$ cat config.mk
export PLATFORM = sky130hd
export DESIGN_NAME = sdram_host
export DESIGN_NICKNAME = d
export VERILOG_FILES = /design/src/sdram_host_pkg.sv /design/src/sdram_host.sv
export SDC_FILE = /design/constraint.sdc
export NUM_CORES = 1
export LEC_CHECK = 0
export BUFFER_PORTS_ARGS = -buffer_cell sky130_fd_sc_hd__buf_2
export CORE_ASPECT_RATIO = 0.75
export CORE_MARGIN = 3
export CORE_UTILIZATION = 40
export CTS_BUF_LIST = sky130_fd_sc_hd__clkbuf_8
export DETAILED_ROUTE_END_ITERATION = 6
export SLEW_MARGIN = 40
export SYNTH_ARGS = -nofsm -noshare
export SYNTH_HDL_FRONTEND = slang
export SYNTH_SLANG_ARGS = --single-unit
$ cat constraint.sdc
create_clock -name pclk -period 3.6 [get_ports pclk]
set_input_delay 0.18 -clock pclk [delete_from_list [all_inputs] [get_ports pclk]]
set_output_delay 0.18 -clock pclk [all_outputs]
set_load 0.05 [all_outputs]
$ cat src/sdram_host_pkg.sv
// Constants shared by the SDRAM bank-closing, refresh and power controller.
// Assumes a 20 MHz system clock and a four-bank single-data-rate SDRAM.
package sdram_host_pkg;

    // ------------------------------------------------------------------
    // Clock and device timing
    // ------------------------------------------------------------------
    localparam int CLK_MHZ     = 20;
    localparam int T_RP_NS     = 20;     // Row precharge time
    localparam int T_RFC_NS    = 66;     // Refresh cycle time
    localparam int T_RAS_NS    = 42;     // Least time held in self refresh
    localparam int T_XSR_NS    = 70;     // Self refresh exit time
    localparam int T_WR_NS     = 14;     // Write recovery
    localparam int T_REFI_NS   = 15600;  // Refresh period divided by row count
    localparam int XSR_MIN_CYC = 2;
    // Least times round up, the refresh interval rounds down
    localparam int T_RP_CYC    = (T_RP_NS * CLK_MHZ + 999) / 1000;
    localparam int T_RFC_CYC   = (T_RFC_NS * CLK_MHZ + 999) / 1000;
    localparam int T_RAS_CYC   = (T_RAS_NS * CLK_MHZ + 999) / 1000;
    localparam int T_WR_CYC    = (T_WR_NS * CLK_MHZ + 999) / 1000;
    localparam int T_XSR_RAW   = (T_XSR_NS * CLK_MHZ + 999) / 1000;
    localparam int T_XSR_CYC   = (T_XSR_RAW < XSR_MIN_CYC) ? XSR_MIN_CYC : T_XSR_RAW;
    localparam int T_REFI_CYC  = (T_REFI_NS * CLK_MHZ) / 1000;
    localparam int DQM_LEAD    = 2;      // Mask lead before a write cuts a read
    localparam int FULL_PAGE   = 256;    // Columns in a page

    // ------------------------------------------------------------------
    // Register map (byte offsets) and fields
    // ------------------------------------------------------------------
    localparam logic [7:0] REG_CTRL   = 8'h00;
    localparam logic [7:0] REG_CMD    = 8'h04;
    localparam logic [7:0] REG_STATUS = 8'h08;
    localparam logic [7:0] REG_REFCNT = 8'h0c;
    localparam int CTRL_REF_EN = 0;
    localparam int CTRL_BL_LSB = 1;      // Burst length code, 3 bits; 7 is full page
    localparam int CTRL_WBM    = 4;      // write_burst_mode_bit copy
    localparam int CMD_OP_LSB  = 0;      // 4 bits
    localparam int CMD_BA_LSB  = 4;      // 2 bits
    localparam int CMD_A10     = 6;      // Auto precharge or all banks
    localparam int CMD_AD_LSB  = 8;      // 12 bits row or column
    localparam logic       CTRL_REF_EN_RST = 1'b1;
    localparam logic [2:0] CTRL_BL_RST     = 3'h2;
    localparam logic [2:0] BL_FULL         = 3'h7;

    // ------------------------------------------------------------------
    // Software operations and pin commands {cs_n, ras_n, cas_n, we_n}
    // ------------------------------------------------------------------
    typedef enum logic [3:0] {
        OP_NOP = 4'h0, OP_ACT = 4'h1, OP_READ = 4'h2, OP_WRITE = 4'h3,
        OP_PRE = 4'h4, OP_REF = 4'h5, OP_SELF_IN = 4'h6, OP_SELF_OUT = 4'h7,
        OP_PD_IN = 4'h8, OP_PD_OUT = 4'h9, OP_SUSPEND = 4'ha, OP_RESUME = 4'hb
    } op_e;

    localparam logic [3:0] PIN_NOP   = 4'h7;
    localparam logic [3:0] PIN_ACT   = 4'h3;
    localparam logic [3:0] PIN_READ  = 4'h5;
    localparam logic [3:0] PIN_WRITE = 4'h4;
    localparam logic [3:0] PIN_PRE   = 4'h2;
    localparam logic [3:0] PIN_REF   = 4'h1;

    typedef enum logic [3:0] {
        ST_IDLE   = 4'h0, ST_DQM  = 4'h1, ST_RFC  = 4'h2, ST_SELF = 4'h3,
        ST_XSR    = 4'h4, ST_PDWN = 4'h5, ST_PREW = 4'h6
    } state_e;

endpackage

$ cat src/sdram_host.sv
// Host-side controller that closes banks, refreshes and powers down an SDRAM.
// Assumes an APB master on the same clock and SDRAM pins sampled on pclk rises.
// Data pins are handled elsewhere; this block drives command, address and mask.

// Summary of operation
// - Wait precharge time, activate before access
// - Bank busy until auto precharge time elapses
// - Write cuts read; mask two clocks before; here the mask rises three clocks before the write
// - Refresh only with all banks precharged
// - Only NOPs during refresh cycle time
// - Distributed refresh at period over rows
// - Self refresh: refresh with clock enable low
// - Stay in self refresh at least tRAS
// - Exit: raise clock enable, NOPs for tXSR
// - Resume distributed refresh after self refresh
// - Leave power-down before refresh falls due; here it leaves once ref_pend is set
// - Power-down exit: NOP with enable high
module sdram_host (
    // Clock, reset, freeze
    input  wire logic        pclk,
    input  wire logic        presetn,
    input  wire logic        ce,
    // APB slave
    input  wire logic        psel,
    input  wire logic        penable,
    input  wire logic        pwrite,
    input  wire logic [7:0]  paddr,
    input  wire logic [31:0] pwdata,
    output logic      [31:0] prdata,
    output logic             pready,
    output logic             pslverr,
    // SDRAM command pins
    output logic             sd_cke,
    output logic             sd_cs_n,
    output logic             sd_ras_n,
    output logic             sd_cas_n,
    output logic             sd_we_n,
    output logic      [1:0]  sd_ba,
    output logic      [11:0] sd_addr,
    output logic             sd_dqm
);

    // ------------------------------------------------------------------
    // State
    // ------------------------------------------------------------------
    typedef struct packed {
        sdram_host_pkg::state_e state;
        logic [7:0]             cnt;
        logic [15:0]            refi;
        logic                   ref_pend;
        logic                   ref_en;
        logic [2:0]             bl;
        logic                   wbm;
        logic                   pend;
        logic [3:0]             pop;
        logic [1:0]             pbank;
        logic                   pa10;
        logic [11:0]            paddr;
        logic [3:0]             bank_open;
        logic [3:0][7:0]        bank_wait;
        logic [8:0]             burst_rem;
        logic [1:0]             burst_bank;
        logic                   burst_wr;
        logic                   burst_ap;
        logic                   suspend;
        logic [15:0]            refcnt;
        logic [31:0]            prdata;
        logic                   pready;
        logic                   pslverr;
        logic                   cke;
        logic [3:0]             cmd;
        logic [1:0]             ba;
        logic [11:0]            a;
        logic                   dqm;
    } host_s;

    host_s cur;
    host_s next_cur;

    // Burst length in cycles; single-location writes take one column
    function automatic logic [8:0] burst_cycles(input logic [2:0] bl, input logic wr,
                                                input logic wbm);
        if (wr && wbm) begin
            burst_cycles = 9'h001;
        end else if (bl == sdram_host_pkg::BL_FULL) begin
            burst_cycles = 9'(sdram_host_pkg::FULL_PAGE);
        end else begin
            burst_cycles = 9'h001 << bl;
        end
    endfunction

    // ------------------------------------------------------------------
    // Next-state logic
    // ------------------------------------------------------------------
    logic       apb_acc;
    logic       all_idle;
    logic       do_ref;
    logic [8:0] len;
    logic [1:0] b;

    always_comb begin
        next_cur = cur;
        apb_acc  = psel && penable && cur.pready;
        all_idle = (cur.bank_open == 4'h0) && (cur.bank_wait == '0);
        do_ref   = 1'b0;
        len      = 9'h000;
        b        = cur.pbank;

        // Pins default to NOP each cycle; mask follows the DQM lead state
        next_cur.cmd = sdram_host_pkg::PIN_NOP;
        next_cur.dqm = 1'b0;

        // APB answers one cycle into the access phase
        next_cur.pready  = psel && penable && !cur.pready;
        next_cur.pslverr = 1'b0;
        if (psel && penable && !cur.pready) begin
            next_cur.prdata = 32'h0000_0000;
            case (paddr)
                sdram_host_pkg::REG_CTRL: next_cur.prdata = {27'h0, cur.wbm, cur.bl, cur.ref_en};
                sdram_host_pkg::REG_CMD: next_cur.prdata = 32'h0000_0000;
                sdram_host_pkg::REG_STATUS: next_cur.prdata = {19'h0, cur.suspend,
                    (cur.burst_rem != 9'h000), cur.cke, cur.state, cur.bank_open,
                    cur.ref_pend, cur.pend};
                sdram_host_pkg::REG_REFCNT: next_cur.prdata = {16'h0, cur.refcnt};
                default: next_cur.pslverr = 1'b1;
            endcase
        end
        if (apb_acc && pwrite) begin
            if (paddr == sdram_host_pkg::REG_CTRL) begin
                next_cur.ref_en = pwdata[sdram_host_pkg::CTRL_REF_EN];
                next_cur.bl     = pwdata[sdram_host_pkg::CTRL_BL_LSB +: 3];
                next_cur.wbm    = pwdata[sdram_host_pkg::CTRL_WBM];
            end else if (paddr == sdram_host_pkg::REG_CMD && !cur.pend) begin
                // A command is held until it can legally issue or is dropped
                next_cur.pend  = 1'b1;
                next_cur.pop   = pwdata[sdram_host_pkg::CMD_OP_LSB +: 4];
                next_cur.pbank = pwdata[sdram_host_pkg::CMD_BA_LSB +: 2];
                next_cur.pa10  = pwdata[sdram_host_pkg::CMD_A10];
                next_cur.paddr = pwdata[sdram_host_pkg::CMD_AD_LSB +: 12];
            end
        end

        // Per-bank precharge timers count down
        for (int i = 0; i < 4; i++) begin
            if (cur.bank_wait[i] != 8'h00) begin
                next_cur.bank_wait[i] = cur.bank_wait[i] - 8'h01;
            end
        end

        // Burst counter holds while the clock is suspended
        if (cur.burst_rem != 9'h000 && cur.cke) begin
            next_cur.burst_rem = cur.burst_rem - 9'h001;
            if (cur.burst_rem == 9'h001) begin
                next_cur.burst_ap = 1'b0;
            end
        end

        // Refresh interval timer; the due flag wins over its own clear
        if (cur.refi != 16'h0000) begin
            next_cur.refi = cur.refi - 16'h0001;
        end else if (cur.ref_en) begin
            next_cur.refi     = 16'(sdram_host_pkg::T_REFI_CYC - 1);
            next_cur.ref_pend = 1'b1;
        end
        if (cur.cnt != 8'h00) begin
            next_cur.cnt = cur.cnt - 8'h01;
        end

        case (cur.state)
            sdram_host_pkg::ST_IDLE: begin
                do_ref = (cur.ref_pend && cur.ref_en) ||
                         (cur.pend && (cur.pop == sdram_host_pkg::OP_REF ||
                                       cur.pop == sdram_host_pkg::OP_SELF_IN));
                if (cur.suspend) begin
                    // Clock enable stays low until software resumes
                    if (cur.pend && cur.pop == sdram_host_pkg::OP_RESUME) begin
                        next_cur.cke     = 1'b1;
                        next_cur.suspend = 1'b0;
                        next_cur.pend    = 1'b0;
                    end
                end else if (do_ref && cur.burst_rem == 9'h000) begin
                    if (cur.bank_open != 4'h0) begin
                        // Close everything before refreshing
                        next_cur.cmd       = sdram_host_pkg::PIN_PRE;
                        next_cur.a         = 12'h400;
                        next_cur.bank_open = 4'h0;
                        next_cur.bank_wait = {4{8'(sdram_host_pkg::T_RP_CYC)}};
                    end else if (all_idle) begin
                        next_cur.cmd    = sdram_host_pkg::PIN_REF;
                        next_cur.refcnt = cur.refcnt + 16'h0001;
                        if (cur.pend && cur.pop == sdram_host_pkg::OP_SELF_IN) begin
                            next_cur.cke   = 1'b0;
                            next_cur.state = sdram_host_pkg::ST_SELF;
                            next_cur.cnt   = 8'(sdram_host_pkg::T_RAS_CYC);
                        end else begin
                            next_cur.state = sdram_host_pkg::ST_RFC;
                            next_cur.cnt   = 8'(sdram_host_pkg::T_RFC_CYC);
                        end
                        if (cur.pend && cur.pop != sdram_host_pkg::OP_SELF_IN) begin
                            next_cur.pend = 1'b0;
                        end
                        next_cur.ref_pend = (cur.refi == 16'h0000) && cur.ref_en; // Set wins
                    end
                end else if (cur.pend) begin
                    case (cur.pop)
                        sdram_host_pkg::OP_ACT: begin
                            if (!cur.bank_open[b] && cur.bank_wait[b] == 8'h00) begin
                                next_cur.cmd          = sdram_host_pkg::PIN_ACT;
                                next_cur.ba           = b;
                                next_cur.a            = cur.paddr;
                                next_cur.bank_open[b] = 1'b1;
                                next_cur.pend         = 1'b0;
                            end
                        end
                        sdram_host_pkg::OP_READ, sdram_host_pkg::OP_WRITE: begin
                            if (!cur.bank_open[b] || cur.bank_wait[b] != 8'h00) begin
                                // Idle bank: drop the access, software must activate
                                next_cur.pend = cur.bank_open[b];
                            end else if (cur.pop == sdram_host_pkg::OP_WRITE &&
                                         cur.burst_rem != 9'h000 && !cur.burst_wr) begin
                                next_cur.state = sdram_host_pkg::ST_DQM;
                                next_cur.cnt   = 8'(sdram_host_pkg::DQM_LEAD - 1);
                                next_cur.dqm   = 1'b1;
                            end else begin
                                next_cur.state = sdram_host_pkg::ST_PREW;
                            end
                        end
                        sdram_host_pkg::OP_PRE: begin
                            next_cur.cmd = sdram_host_pkg::PIN_PRE;
                            next_cur.ba  = b;
                            next_cur.a   = {1'b0, cur.pa10, 10'h000};
                            for (int i = 0; i < 4; i++) begin
                                if (cur.pa10 || b == 2'(i)) begin
                                    next_cur.bank_open[i] = 1'b0;
                                    next_cur.bank_wait[i] = 8'(sdram_host_pkg::T_RP_CYC);
                                end
                            end
                            next_cur.pend = 1'b0;
                        end
                        sdram_host_pkg::OP_PD_IN: begin
                            if (cur.burst_rem == 9'h000) begin
                                next_cur.cke   = 1'b0;
                                next_cur.state = sdram_host_pkg::ST_PDWN;
                                next_cur.pend  = 1'b0;
                            end
                        end
                        sdram_host_pkg::OP_SUSPEND: begin
                            next_cur.pend = cur.burst_rem == 9'h000;
                            if (cur.burst_rem != 9'h000) begin
                                next_cur.cke     = 1'b0;
                                next_cur.suspend = 1'b1;
                            end
                        end
                        default: next_cur.pend = 1'b0;
                    endcase
                end
            end
            sdram_host_pkg::ST_DQM: begin
                // Mask read data ahead of the write to avoid contention
                next_cur.dqm = 1'b1;
                if (cur.cnt == 8'h00) begin
                    next_cur.state = sdram_host_pkg::ST_PREW;
                end
            end
            sdram_host_pkg::ST_PREW: begin
                // Issue the held read or write on the bus
                len = burst_cycles(cur.bl, cur.pop == sdram_host_pkg::OP_WRITE, cur.wbm);
                if (cur.burst_rem != 9'h000 && cur.burst_ap && cur.burst_bank != b) begin
                    // Cut burst starts its precharge now, after write recovery if a write
                    next_cur.bank_wait[cur.burst_bank] = cur.burst_wr ?
                        8'(sdram_host_pkg::T_WR_CYC + sdram_host_pkg::T_RP_CYC) :
                        8'(sdram_host_pkg::T_RP_CYC);
                end
                next_cur.cmd        = (cur.pop == sdram_host_pkg::OP_WRITE) ?
                                      sdram_host_pkg::PIN_WRITE : sdram_host_pkg::PIN_READ;
                next_cur.ba         = b;
                next_cur.a          = {1'b0, cur.pa10, 2'b00, cur.paddr[7:0]};
                next_cur.burst_rem  = len;
                next_cur.burst_bank = b;
                next_cur.burst_wr   = cur.pop == sdram_host_pkg::OP_WRITE;
                next_cur.burst_ap   = cur.pa10 && len != 9'(sdram_host_pkg::FULL_PAGE);
                if (cur.pa10 && len != 9'(sdram_host_pkg::FULL_PAGE)) begin
                    next_cur.bank_open[b] = 1'b0;
                    next_cur.bank_wait[b] = 8'(len) + 8'(sdram_host_pkg::T_RP_CYC) +
                        ((cur.pop == sdram_host_pkg::OP_WRITE) ?
                         8'(sdram_host_pkg::T_WR_CYC) : 8'h00);
                end
                next_cur.pend  = 1'b0;
                next_cur.state = sdram_host_pkg::ST_IDLE;
            end
            sdram_host_pkg::ST_RFC: begin
                // Only NOPs until the refresh cycle time has run out
                if (cur.cnt == 8'h00) begin
                    next_cur.state = sdram_host_pkg::ST_IDLE;
                end
            end
            sdram_host_pkg::ST_SELF: begin
                // Held at least tRAS; the exit order waits for that
                if (cur.cnt == 8'h00 && cur.pend && cur.pop == sdram_host_pkg::OP_SELF_OUT) begin
                    next_cur.cke   = 1'b1;
                    next_cur.state = sdram_host_pkg::ST_XSR;
                    next_cur.cnt   = 8'(sdram_host_pkg::T_XSR_CYC - 1);
                    next_cur.pend  = 1'b0;
                end else if (cur.pend && cur.pop == sdram_host_pkg::OP_SELF_IN) begin
                    next_cur.pend = 1'b0;
                end
                next_cur.refi = 16'(sdram_host_pkg::T_REFI_CYC - 1);
            end
            sdram_host_pkg::ST_XSR: begin
                if (cur.cnt == 8'h00) begin
                    next_cur.state    = sdram_host_pkg::ST_IDLE;
                    next_cur.ref_pend = cur.ref_en;
                end
            end
            sdram_host_pkg::ST_PDWN: begin
                // Leave early when refresh falls due, no refresh runs here
                if (cur.ref_pend || (cur.pend && cur.pop == sdram_host_pkg::OP_PD_OUT)) begin
                    next_cur.cke   = 1'b1;
                    next_cur.state = sdram_host_pkg::ST_IDLE;
                    next_cur.pend  = cur.pend && cur.pop != sdram_host_pkg::OP_PD_OUT;
                end
            end
            default: next_cur.state = sdram_host_pkg::ST_IDLE;
        endcase
    end

    // ------------------------------------------------------------------
    // State register, frozen while ce is low
    // ------------------------------------------------------------------
    always_ff @(posedge pclk or negedge presetn) begin
        if (!presetn) begin
            cur        <= '0;
            cur.state  <= sdram_host_pkg::ST_IDLE;
            cur.ref_en <= sdram_host_pkg::CTRL_REF_EN_RST;
            cur.bl     <= sdram_host_pkg::CTRL_BL_RST;
            cur.refi   <= 16'(sdram_host_pkg::T_REFI_CYC - 1);
            cur.cke    <= 1'b1;
            cur.cmd    <= sdram_host_pkg::PIN_NOP;
        end else if (ce) begin
            cur <= next_cur;
        end
    end

    // Outputs come straight from the state register
    assign prdata   = cur.prdata;
    assign pready   = cur.pready;
    assign pslverr  = cur.pslverr;
    assign sd_cke   = cur.cke;
    assign sd_cs_n  = cur.cmd[3];
    assign sd_ras_n = cur.cmd[2];
    assign sd_cas_n = cur.cmd[1];
    assign sd_we_n  = cur.cmd[0];
    assign sd_ba    = cur.ba;
    assign sd_addr  = cur.a;
    assign sd_dqm   = cur.dqm;

endmodule // sdram_host

==> results.txt, run 1 <==
Sequential cell area: 3920 um^2
Synth cell types: 87
total of max-cap violations: 0
Commonest cells post-synth: dfrtp_1, nand2_1, nor2_1
gr usage total: 0.211
first-pass GRT wire length: 45.7 mm
YS warnings: 0
CTS tree: built
Die X-Extent: 189 um
Total Neg Setup Slack: 0 ns
Max Buffers Root-to-Sink: 2
Worst Path Arrival: 3.69 ns
# setup viols final: 0
final WL: 28.3 mm
Post-synth top flop: dfrtp_1
drc violations: 0
I/O Pins: 100
worst-skew pair later-pin latency: 0.48 ns
instance count of the mapped netlist: 1,104
Max Fclk: 303 MHz
Least-Margin Pin Slew: 0.713 ns
Worst Setup Start Kind: flip-flop
CP max FO: 6
diode count: 0
multi-input logic area: 5420 um^2
Initial DRC Count: 878
Synth Register Bits: 156
pwr/cell area: 415 nW/um^2
TritonCTS buffer count: 17
count leader, synth: dfrtp_1
top post-synthesis cells by area: dfrtp_1, mux2_2, buf_4
Most Frequent Cell on Critical Path: or4_1
VDD IR max: 0.000310 V
largest net degree at the start of global routing: 91
initial antenna violation count: 0
max_slew headroom: 0.518
P_leak: 4.70 nW
sequential share of the synthesized area: 0.390
grt ovf: 0
IO Port Bufs: 69
Fin. Hold Viols: 0
via count: 8,842
Mapped Area: 10,000 um^2
min Tclk post-route: 3.30 ns
Avg Cell Area, Syn: 9.10 um^2
Worst path max stage delay: 0.67 ns
DRT Pass-1 Iters: 5
Post-synth EDFFs: 0
fillcell total: 2,387
Yosys top cell by area: dfrtp_1
crit share post-route: 0.916
min-delay worst type: input pin to flip-flop
hpwl dp: 20.5 mm
pre-CTS setup slack: 0.404 ns
Post-CTS Resized: 0
CORE AREA: 24,300 um^2
Clock Skews: 0.0126 ns
RSZ-0062 raised after global routing: false
nature of the critical path endpoint: flip-flop
critical path's slowest cell: or4_1
Setup CP Type: flip-flop to flip-flop
Clock Tree Root: clkbuf_8
clk slew on worst S/H paths: 0.09 ns
Row Count: 49
ANT nets after route: 0
Area Growth Syn to Fin: 10.9%
chip height: 143 um
vias in the first global route: 8,243
Initial Util: 0.413
WL per Instance: 18.9 um
H-tree Lvls: 4
Worst Slack Setup Final: 0.304 ns
cell breakdown of the critical path: inv_1 > ha_1 > nor3b_1 > nand4_1 > or4_1 > buf_4 > or4_1 > nor2_2 > xor2_1
Post-synth ARST share: 1.00
CTS sink cnt: 156
share of cells above drive strength 1: 0.180
max-slew violations: 0
area fraction of the dominant cell type after synthesis: 0.359
nets: 1,214
die area: 27,100 um^2
Crit path required time: 4.00 ns
vias per inst: 5.91
routability-driven placement congestion ratio: 0.964
status: complete, no violations
-- cell usage in the layout (no fill, tap or decap), types with 7 or more instances in the layout --
cell type,netlist,final
nand3b_1,7,7
inv_1,46,47
nand4_1,15,15
nand2_1,84,84
ha_1,16,16
or3_1,18,18
xnor2_1,25,25
o21ai_0,50,50
a221o_1,7,7
and2_1,10,10
nor2b_1,10,10
a31oi_1,22,22
nand3_1,33,33
nand2b_1,12,12
nor3_1,35,34
and3_1,16,16
a211oi_1,14,14
clkbuf_8,0,18
o22a_1,10,10
o31ai_1,20,20
mux2i_1,13,13
o21a_1,7,7
buf_2,7,68
a22o_1,23,23
o21ai_1,11,11
a21oi_1,27,27
dfrtp_1,144,144
or4_1,20,20
nor2_1,79,79
dlygate4sd3_1,0,20
buf_4,47,31
conb_1,1,17
o2bb2ai_1,7,7
o211ai_1,9,9
xor2_1,7,7
dfstp_2,12,12
a211o_1,15,15
nor4_1,24,24
mux2_2,33,33
a22oi_1,12,12
-- metrics by stage --
| stage | util | cells | hold slack (ns) | power, mW | instance area (um^2) |
|---|---|---|---|---|---|
| 6_report | 0.458 | 1496 | 0.101 | 4.63 | 11100 |
| 5_1_grt | 0.458 | 1496 | 0.108 | 4.92 | 11100 |
| 4_1_cts | 0.458 | 1496 | 0.0749 | 4.67 | 11100 |
| 3_5_place_dp | 0.432 | 1444 | 0.240 | 3.23 | 10500 |
| 3_3_place_gp | 0.432 | 1444 | 0.318 | 3.21 | 10500 |
| 2_1_floorplan | - | 1120 | -0.116 | 3.00 | 10100 |
-- power by group --
group	switching [mW]	leakage [nW]	internal, mW
registers	0.278	1.96	2.01
clock network	0.706	0.212	0.705
logic	0.506	2.52	0.425
total	1.49	4.70	3.14
-- metal layers --
layer | wire (um) | GRT usage | vias to the layer above
li1 | - | - | 4162
met1 | 14000 | 0.328 | 4291
met2 | 11700 | 0.296 | 347
met3 | 2070 | 0.0461 | 42
met4 | 437 | 0.0486 | 0
met5 | 0 | 0 | -
-- flip-flops by register name (all words and copies together), names as in the netlist --
register  count
cur         117
prdata       16
sd_addr      12
b             2
sd_ba         2
pready        1
pslverr       1
sd_cas_n      1
sd_cke        1
sd_dqm        1
sd_ras_n      1
sd_we_n       1
-- worst max-delay path: cells and delay by family (launching register included) --
family	cells	cell delay [ns]
XOR/XNOR	1	0.16
flip-flops	1	0.43
adder cells (fa/ha/maj)	1	0.15
buffers and inverters	2	0.34
AND/OR/NAND/NOR	5	2.13
-- logic make-up (layout without fill, tap and decap cells) --
group,after synthesis,in the layout,synth area share
other,1,17,0.000373
xor gates and xnor gates,32,32,0.0279
and+or+nand+nor,402,402,0.216
muxes,50,50,0.0555
DFF,156,156,0.390
buffers and inverters,154,199,0.0775
AOI/OAI and AO/OA,293,293,0.213
adders and majority gates,16,16,0.0199
-- worst paths after layout --
| path | from | to | slack [ns] | cells after the start |
|---|---|---|---|---|
| max in group asynchronous | presetn | sd_cas_n | 2.49 | 3 |
| max | cur[84] | cur[66] | 0.30 | 9 |
| min reg2reg | cur[69] | cur[69] | 0.48 | 1 |
| max reg2reg | cur[84] | cur[66] | 0.30 | 9 |
| min in group asynchronous | presetn | cur[159] | 0.28 | 2 |
| min | paddr[3] | prdata[1] | 0.10 | 3 |
-- what timing repair did --
item                                   CTS  global route
endpoints found under the hold margin  102             0
setup endpoints to repair                0             0
setup buffers                            0             0
hold buffers                            20             0
-- final cells by class --
type / count / share of cell area
Multi-Input combinational cell: 810 / 0.486
Clock buffer: 18 / 0.0222
Timing Repair Buffer: 121 / 0.0725
Clock inverter: 14 / 0.0153
Sequential cell: 156 / 0.352
Inverter: 46 / 0.0155
Tap cell: 331 / 0.0371
(Power assumes the default switching activity.)
==> run 2, diff against run 1 <==
--- a/config.mk
+++ b/config.mk
@@ -5,7 +5,7 @@
 export SDC_FILE = /design/constraint.sdc
 export NUM_CORES = 1
 export LEC_CHECK = 0
-export BUFFER_PORTS_ARGS = -buffer_cell sky130_fd_sc_hd__buf_2
+export BUFFER_PORTS_ARGS = -buffer_cell sky130_fd_sc_hd__buf_4
 export CORE_ASPECT_RATIO = 0.75
 export CORE_MARGIN = 3
 export CORE_UTILIZATION = 40
==> results.txt, run 2 (synthesized netlist as in run 1, its figures left out) <==
Clock Skews: 0.0123 ns (-0.000341 ns)
Detail Route met3 WL: 2.07 mm (+0.19%)
Area Growth Syn to Fin: 12.3%
Crit path required time: 4.00 ns (about the same)
via count: 8,752 (-1.0%)
pwr/cell area: 407 nW/um^2 (-2.1%)
clk slew on worst S/H paths: 0.08 ns (about the same)
hold slack: 0.0540 ns (-0.0471 ns)
Max Fclk: 306 MHz (+1.0%)
RSZ-0062 raised after global routing: false
final WL: 28.6 mm (+0.98%)
top routing layer in use: met4
pre-CTS setup slack: 0.397 ns (-0.00717 ns)
Routed met1 length: 14.2 mm (+1.2%)
max-slew violations: 0 (unchanged)
Sequential cell area: 3920 um^2 (unchanged)
Worst Slack Setup Final: 0.337 ns (+0.0334 ns)
P_leak: 4.72 nW (+0.41%)
gr usage total: 0.215 (+0.00339)
CORE AREA: 24,300 um^2 (unchanged)
grt ovf: 0 (unchanged)
worst-skew pair later-pin latency: 0.48 ns (about the same)
CP max FO: 6 (unchanged)
critical path's slowest cell: or4_1
Setup CP Type: flip-flop to flip-flop
Worst Path Arrival: 3.66 ns (-0.03 ns)
initial antenna violation count: 0 (unchanged)
final core utilization: 0.463 (+0.00540)
drc violations: 0 (unchanged)
min Tclk post-route: 3.26 ns (-0.0334 ns)
H-tree Lvls: 4 (unchanged)
commonest non-fill, non-tap cell in the layout: dfrtp_1
Top delay family on crit path: simple AND/OR/NAND/NOR gates
Area after DPL: 10,700 um^2 (+1.5%)
nets: 1,213 (-0.082%)
post-route insts no fill: 1,495 (-0.067%)
Final Instance Area: 11,300 um^2 (+1.2%)
WP buf/inv: 2 (unchanged)
Max Buffers Root-to-Sink: 2 (unchanged)
Most Frequent Cell on Critical Path: or4_1
Total Neg Setup Slack: 0 ns (unchanged)
Post-CTS Resized: 0 (unchanged)
I/O Pins: 100 (unchanged)
Least-Margin Pin Slew: 0.820 ns (+0.107 ns)
Row Count: 49 (unchanged)
routability-driven placement congestion ratio: 0.931 (-3.4%)
vias per inst: 5.85 (-0.95%)
ANT nets after route: 0 (unchanged)
min-delay worst type: input pin to flip-flop
hpwl dp: 20.6 mm (+0.28%)
Worst path max stage delay: 0.67 ns (about the same)
WL per Instance: 19.1 um (+1.0%)
total of max-cap violations: 0 (unchanged)
vias in the first global route: 8,259 (+0.19%)
Die X-Extent: 189 um (unchanged)
status: complete, no violations
largest net degree at the start of global routing: 92 (+1.1%)
Largest register FFs: 117 (unchanged)
most frequent cells in the layout: dfrtp_1, buf_4, nand2_1, nor2_1, o21ai_0
crit share post-route: 0.906 (-0.00929)
multi-input logic area: 5420 um^2 (about the same)
max_slew headroom: 0.449 (-0.0692)
fillcell total: 2,360 (-1.1%)
Initial DRC Count: 780 (-11%)
Worst Setup Start Kind: flip-flop
DRT Pass-1 Iters: 6 (+1)
placed cell count: 1,443 (-0.069%)
Fin. Hold Viols: 0 (unchanged)
CTS tree: built
diode count: 0 (unchanged)
met2 routed WL: 11.9 mm (+1.2%)
Initial Util: 0.413 (unchanged)
IO Port Bufs: 69 (unchanged)
VDD IR max: 0.000285 V (-8.2%)
Clock Tree Root: clkbuf_8
# setup viols final: 0 (unchanged)
nature of the critical path endpoint: flip-flop
CTS sink cnt: 156 (unchanged)
first-pass GRT wire length: 46.3 mm (+1.4%)
Reg with most FFs: cur
chip height: 143 um (unchanged)
share of cells above drive strength 1: 0.180 (-0.000704)
TritonCTS buffer count: 17 (unchanged)
cell breakdown of the critical path: inv_1 > ha_1 > nor3b_1 > nand4_1 > or4_1 > buf_4 > or4_1 > nor2_2 > xor2_1
die area: 27,100 um^2 (unchanged)
Power, Total: 4.59 mW (-0.93%)
run 2: changes by cell type in the layout (fill, tap and decap cells not counted), moves of 2 or more:
| cell | previous run | this run |
|---|---|---|
| buf_2 | 68 | 0 |
| buf_4 | 31 | 99 |
| clkbuf_8 | 18 | 20 |
| clkinv_2 | 1 | 3 |
| clkinv_4 | 4 | 1 |
run 2: layout make-up:
| class | instances | share of cell area |
|---|---|---|
| flip-flops and latches | 156 | 0.347 |
| well taps | 331 | 0.0367 |
| clock buffers | 20 | 0.0244 |
| repair buffers | 120 | 0.0850 |
| inverters | 46 | 0.0153 |
| multi-input cells | 810 | 0.480 |
| clock inverters | 12 | 0.0109 |
run 2: where the power goes:
| part | total [mW] | internal, mW | leakage (nW) | switching (mW) |
|---|---|---|---|---|
| Clock | 1.35 | 0.665 | 0.204 | 0.685 |
| Sequential | 2.29 | 2.01 | 1.96 | 0.282 |
| Combinational | 0.945 | 0.435 | 2.55 | 0.510 |
run 2: timing repair:
action	CTS	global route
setup buffers	0	0
hold buffers	20	0
endpoints found under the hold margin	101	0
run 2: final timing paths:
| kind | startpoint | slack (ns) | depth (start not counted) | to |
|---|---|---|---|---|
| min in group asynchronous | presetn | 0.29 | 2 | cur[155] |
| hold / removal | ce | 0.05 | 2 | sd_dqm |
| setup reg to reg | cur[84] | 0.34 | 9 | cur[64] |
| max in group asynchronous | presetn | 2.44 | 3 | sd_we_n |
| hold reg to reg | cur[69] | 0.47 | 1 | cur[69] |
| setup / recovery | cur[84] | 0.34 | 9 | cur[64] |
run 2: metal layers:
metal	GRT usage	vias up
met5	0.0122	-
met4	0.0548	0
met3	0.0444	33
met2	0.299	321
met1	0.333	4235
li1	-	4163
==> run 3, diff against run 2 <==
--- a/config.mk
+++ b/config.mk
@@ -5,12 +5,12 @@
 export SDC_FILE = /design/constraint.sdc
 export NUM_CORES = 1
 export LEC_CHECK = 0
-export BUFFER_PORTS_ARGS = -buffer_cell sky130_fd_sc_hd__buf_4
 export CORE_ASPECT_RATIO = 0.75
 export CORE_MARGIN = 3
 export CORE_UTILIZATION = 40
 export CTS_BUF_LIST = sky130_fd_sc_hd__clkbuf_8
 export DETAILED_ROUTE_END_ITERATION = 6
+export DONT_BUFFER_PORTS = 1
 export SLEW_MARGIN = 40
 export SYNTH_ARGS = -nofsm -noshare
 export SYNTH_HDL_FRONTEND = slang
==> results.txt, run 3 (synthesized netlist as in run 1, its figures left out) <==
Area after DPL: 10,100 um^2 (-5.2%)
Max Buffers Root-to-Sink: 2 (unchanged)
Initial DRC Count: 782 (+0.26%)
Worst path max stage delay: 0.60 ns (-0.07 ns)
min Tclk post-route: 3.22 ns (-0.0468 ns)
status: complete, but fails checks
Worst Slack Setup Final: 0.384 ns (+0.0468 ns)
pwr/cell area: 426 nW/um^2 (+4.7%)
WP buf/inv: 0 (-2)
hpwl dp: 19.9 mm (-3.3%)
ANT nets after route: 0 (unchanged)
first-pass GRT wire length: 45.8 mm (-1.1%)
CTS sink cnt: 156 (unchanged)
top routing layer in use: met4
I/O Pins: 100 (unchanged)
RSZ-0062 raised after global routing: false
Final Instance Area: 10,800 um^2 (-4.2%)
VDD IR max: 0.000274 V (-3.8%)
final WL: 28.8 mm (+0.69%)
Routed met1 length: 14.2 mm (about the same)
worst-skew pair later-pin latency: 0.47 ns (about the same)
critical path's slowest cell: or4_1
P_leak: 4.39 nW (-7.1%)
Worst Setup SP: cur[110]
Worst Path Arrival: 3.57 ns (-0.09 ns)
total setup buffers inserted after CTS: 0 (unchanged)
min-delay worst type: input pin to async pin
# setup viols final: 0 (unchanged)
largest net degree at the start of global routing: 157 (+71%)
WL per Instance: 20.2 um (+5.6%)
violated checks: hold timing
Worst path depth: 6 (-3)
flop2flop setup slack: 0.38 ns (+0.05 ns)
routability-driven placement congestion ratio: 0.933 (+0.20%)
Detail Route met3 WL: 2.31 mm (+11%)
initial antenna violation count: 0 (unchanged)
diode count: 0 (unchanged)
total of max-cap violations: 0 (unchanged)
Die X-Extent: 189 um (unchanged)
final core utilization: 0.444 (-0.0194)
crit share post-route: 0.893 (-0.0130)
Least-Margin Pin Slew: 0.847 ns (+0.0265 ns)
Worst Setup Start Kind: flip-flop
drc violations: 0 (unchanged)
chip height: 143 um (unchanged)
Post-CTS Resized: 0 (unchanged)
nets: 1,144 (-5.7%)
grt ovf: 0 (unchanged)
# hold bufs at CTS: 24 (+20%)
max-slew violations: 0 (unchanged)
nature of the critical path endpoint: flip-flop
vias in the first global route: 7,990 (-3.3%)
Area Growth Syn to Fin: 7.55%
CP max FO: 8 (+2)
die area: 27,100 um^2 (unchanged)
fillcell total: 2,365 (+0.21%)
CORE AREA: 24,300 um^2 (unchanged)
via count: 8,575 (-2.0%)
Largest register FFs: 117 (unchanged)
max_slew headroom: 0.431 (-0.0178)
Fin. Hold Viols: 156 (+156)
clk slew on worst S/H paths: 0.08 ns (about the same)
Power, Total: 4.60 mW (+0.34%)
Top delay family on crit path: compound AO/OA/AOI/OAI gates
CTS tree: built
hold slack: -0.594 ns (-0.648 ns)
cell breakdown of the critical path: or4_1 > or4_1 > a41oi_1 > a2111oi_0 > a211oi_2 > mux2_2
Reg2Reg Depth: 6 (-3)
Reg with most FFs: cur
Initial Util: 0.413 (unchanged)
commonest non-fill, non-tap cell in the layout: dfrtp_1
launch point of the worst reg-to-reg path: cur[110]
Clock Skews: 0.0178 ns (+0.00548 ns)
TritonCTS buffer count: 17 (unchanged)
Most Frequent Cell on Critical Path: or4_1
worst r2r dst: cur[170]
met2 routed WL: 11.9 mm (+0.22%)
H-tree Lvls: 4 (unchanged)
pre-CTS setup slack: 0.449 ns (+0.0522 ns)
Total Neg Setup Slack: 0 ns (unchanged)
placed cell count: 1,370 (-5.1%)
DRT Pass-1 Iters: 5 (-1)
Setup CP Type: flip-flop to flip-flop
Max Fclk: 311 MHz (+1.5%)
post-route insts no fill: 1,426 (-4.6%)
capture point of the worst path: cur[170]
share of cells above drive strength 1: 0.127 (-0.0526)
Crit path required time: 3.95 ns (-0.05 ns)
vias per inst: 6.01 (+2.7%)
Clock Tree Root: clkbuf_8
most frequent cells in the layout: dfrtp_1, nand2_1, nor2_1, o21ai_0, inv_1
gr usage total: 0.213 (-0.00149)
Row Count: 49 (unchanged)
IO Port Bufs: 0 (-100%)
run 3: cell count changes in the layout (fill, tap and decap cells not counted), sizes merged:
cell	delta
bufinv	+1
buf	-72
dlygate4sd3	+3
clkinvlp	-1
run 3: where the power goes:
group / leakage (nW) / total [mW] / internal [mW] / switching (mW)
sequential: 1.96 / 2.30 / 2.01 / 0.294
combinational: 2.20 / 0.869 / 0.418 / 0.451
clock: 0.218 / 1.43 / 0.736 / 0.694
run 3: area by class of cell:
class                           count  area, um^2  area share
Multi-Input combinational cell    810        5430       0.502
Sequential cell                   156        3920       0.363
Timing Repair Buffer               51         453      0.0419
Tap cell                          331         414      0.0383
Clock buffer                       20         275      0.0255
Inverter                           46         173      0.0160
Clock inverter                     12         145      0.0134
run 3: how the worst min path moves through the flow:
stage / startpoint / slack (ns) / endpoint
after floorplan: presetn / -0.12 / b[0]
after global routing: presetn / -0.64 / cur[95]
after global placement: presetn / -0.11 / cur[156]
after CTS: presetn / -0.63 / cur[95]
after detailed placement: presetn / -0.11 / cur[155]
final: presetn / -0.59 / cur[155]
run 3: metal layers:
layer | GRT usage | up-vias
li1 | - | 4019
met4 | 0.0474 | 0
met3 | 0.0535 | 25
met2 | 0.295 | 341
met5 | 0 | -
met1 | 0.330 | 4190
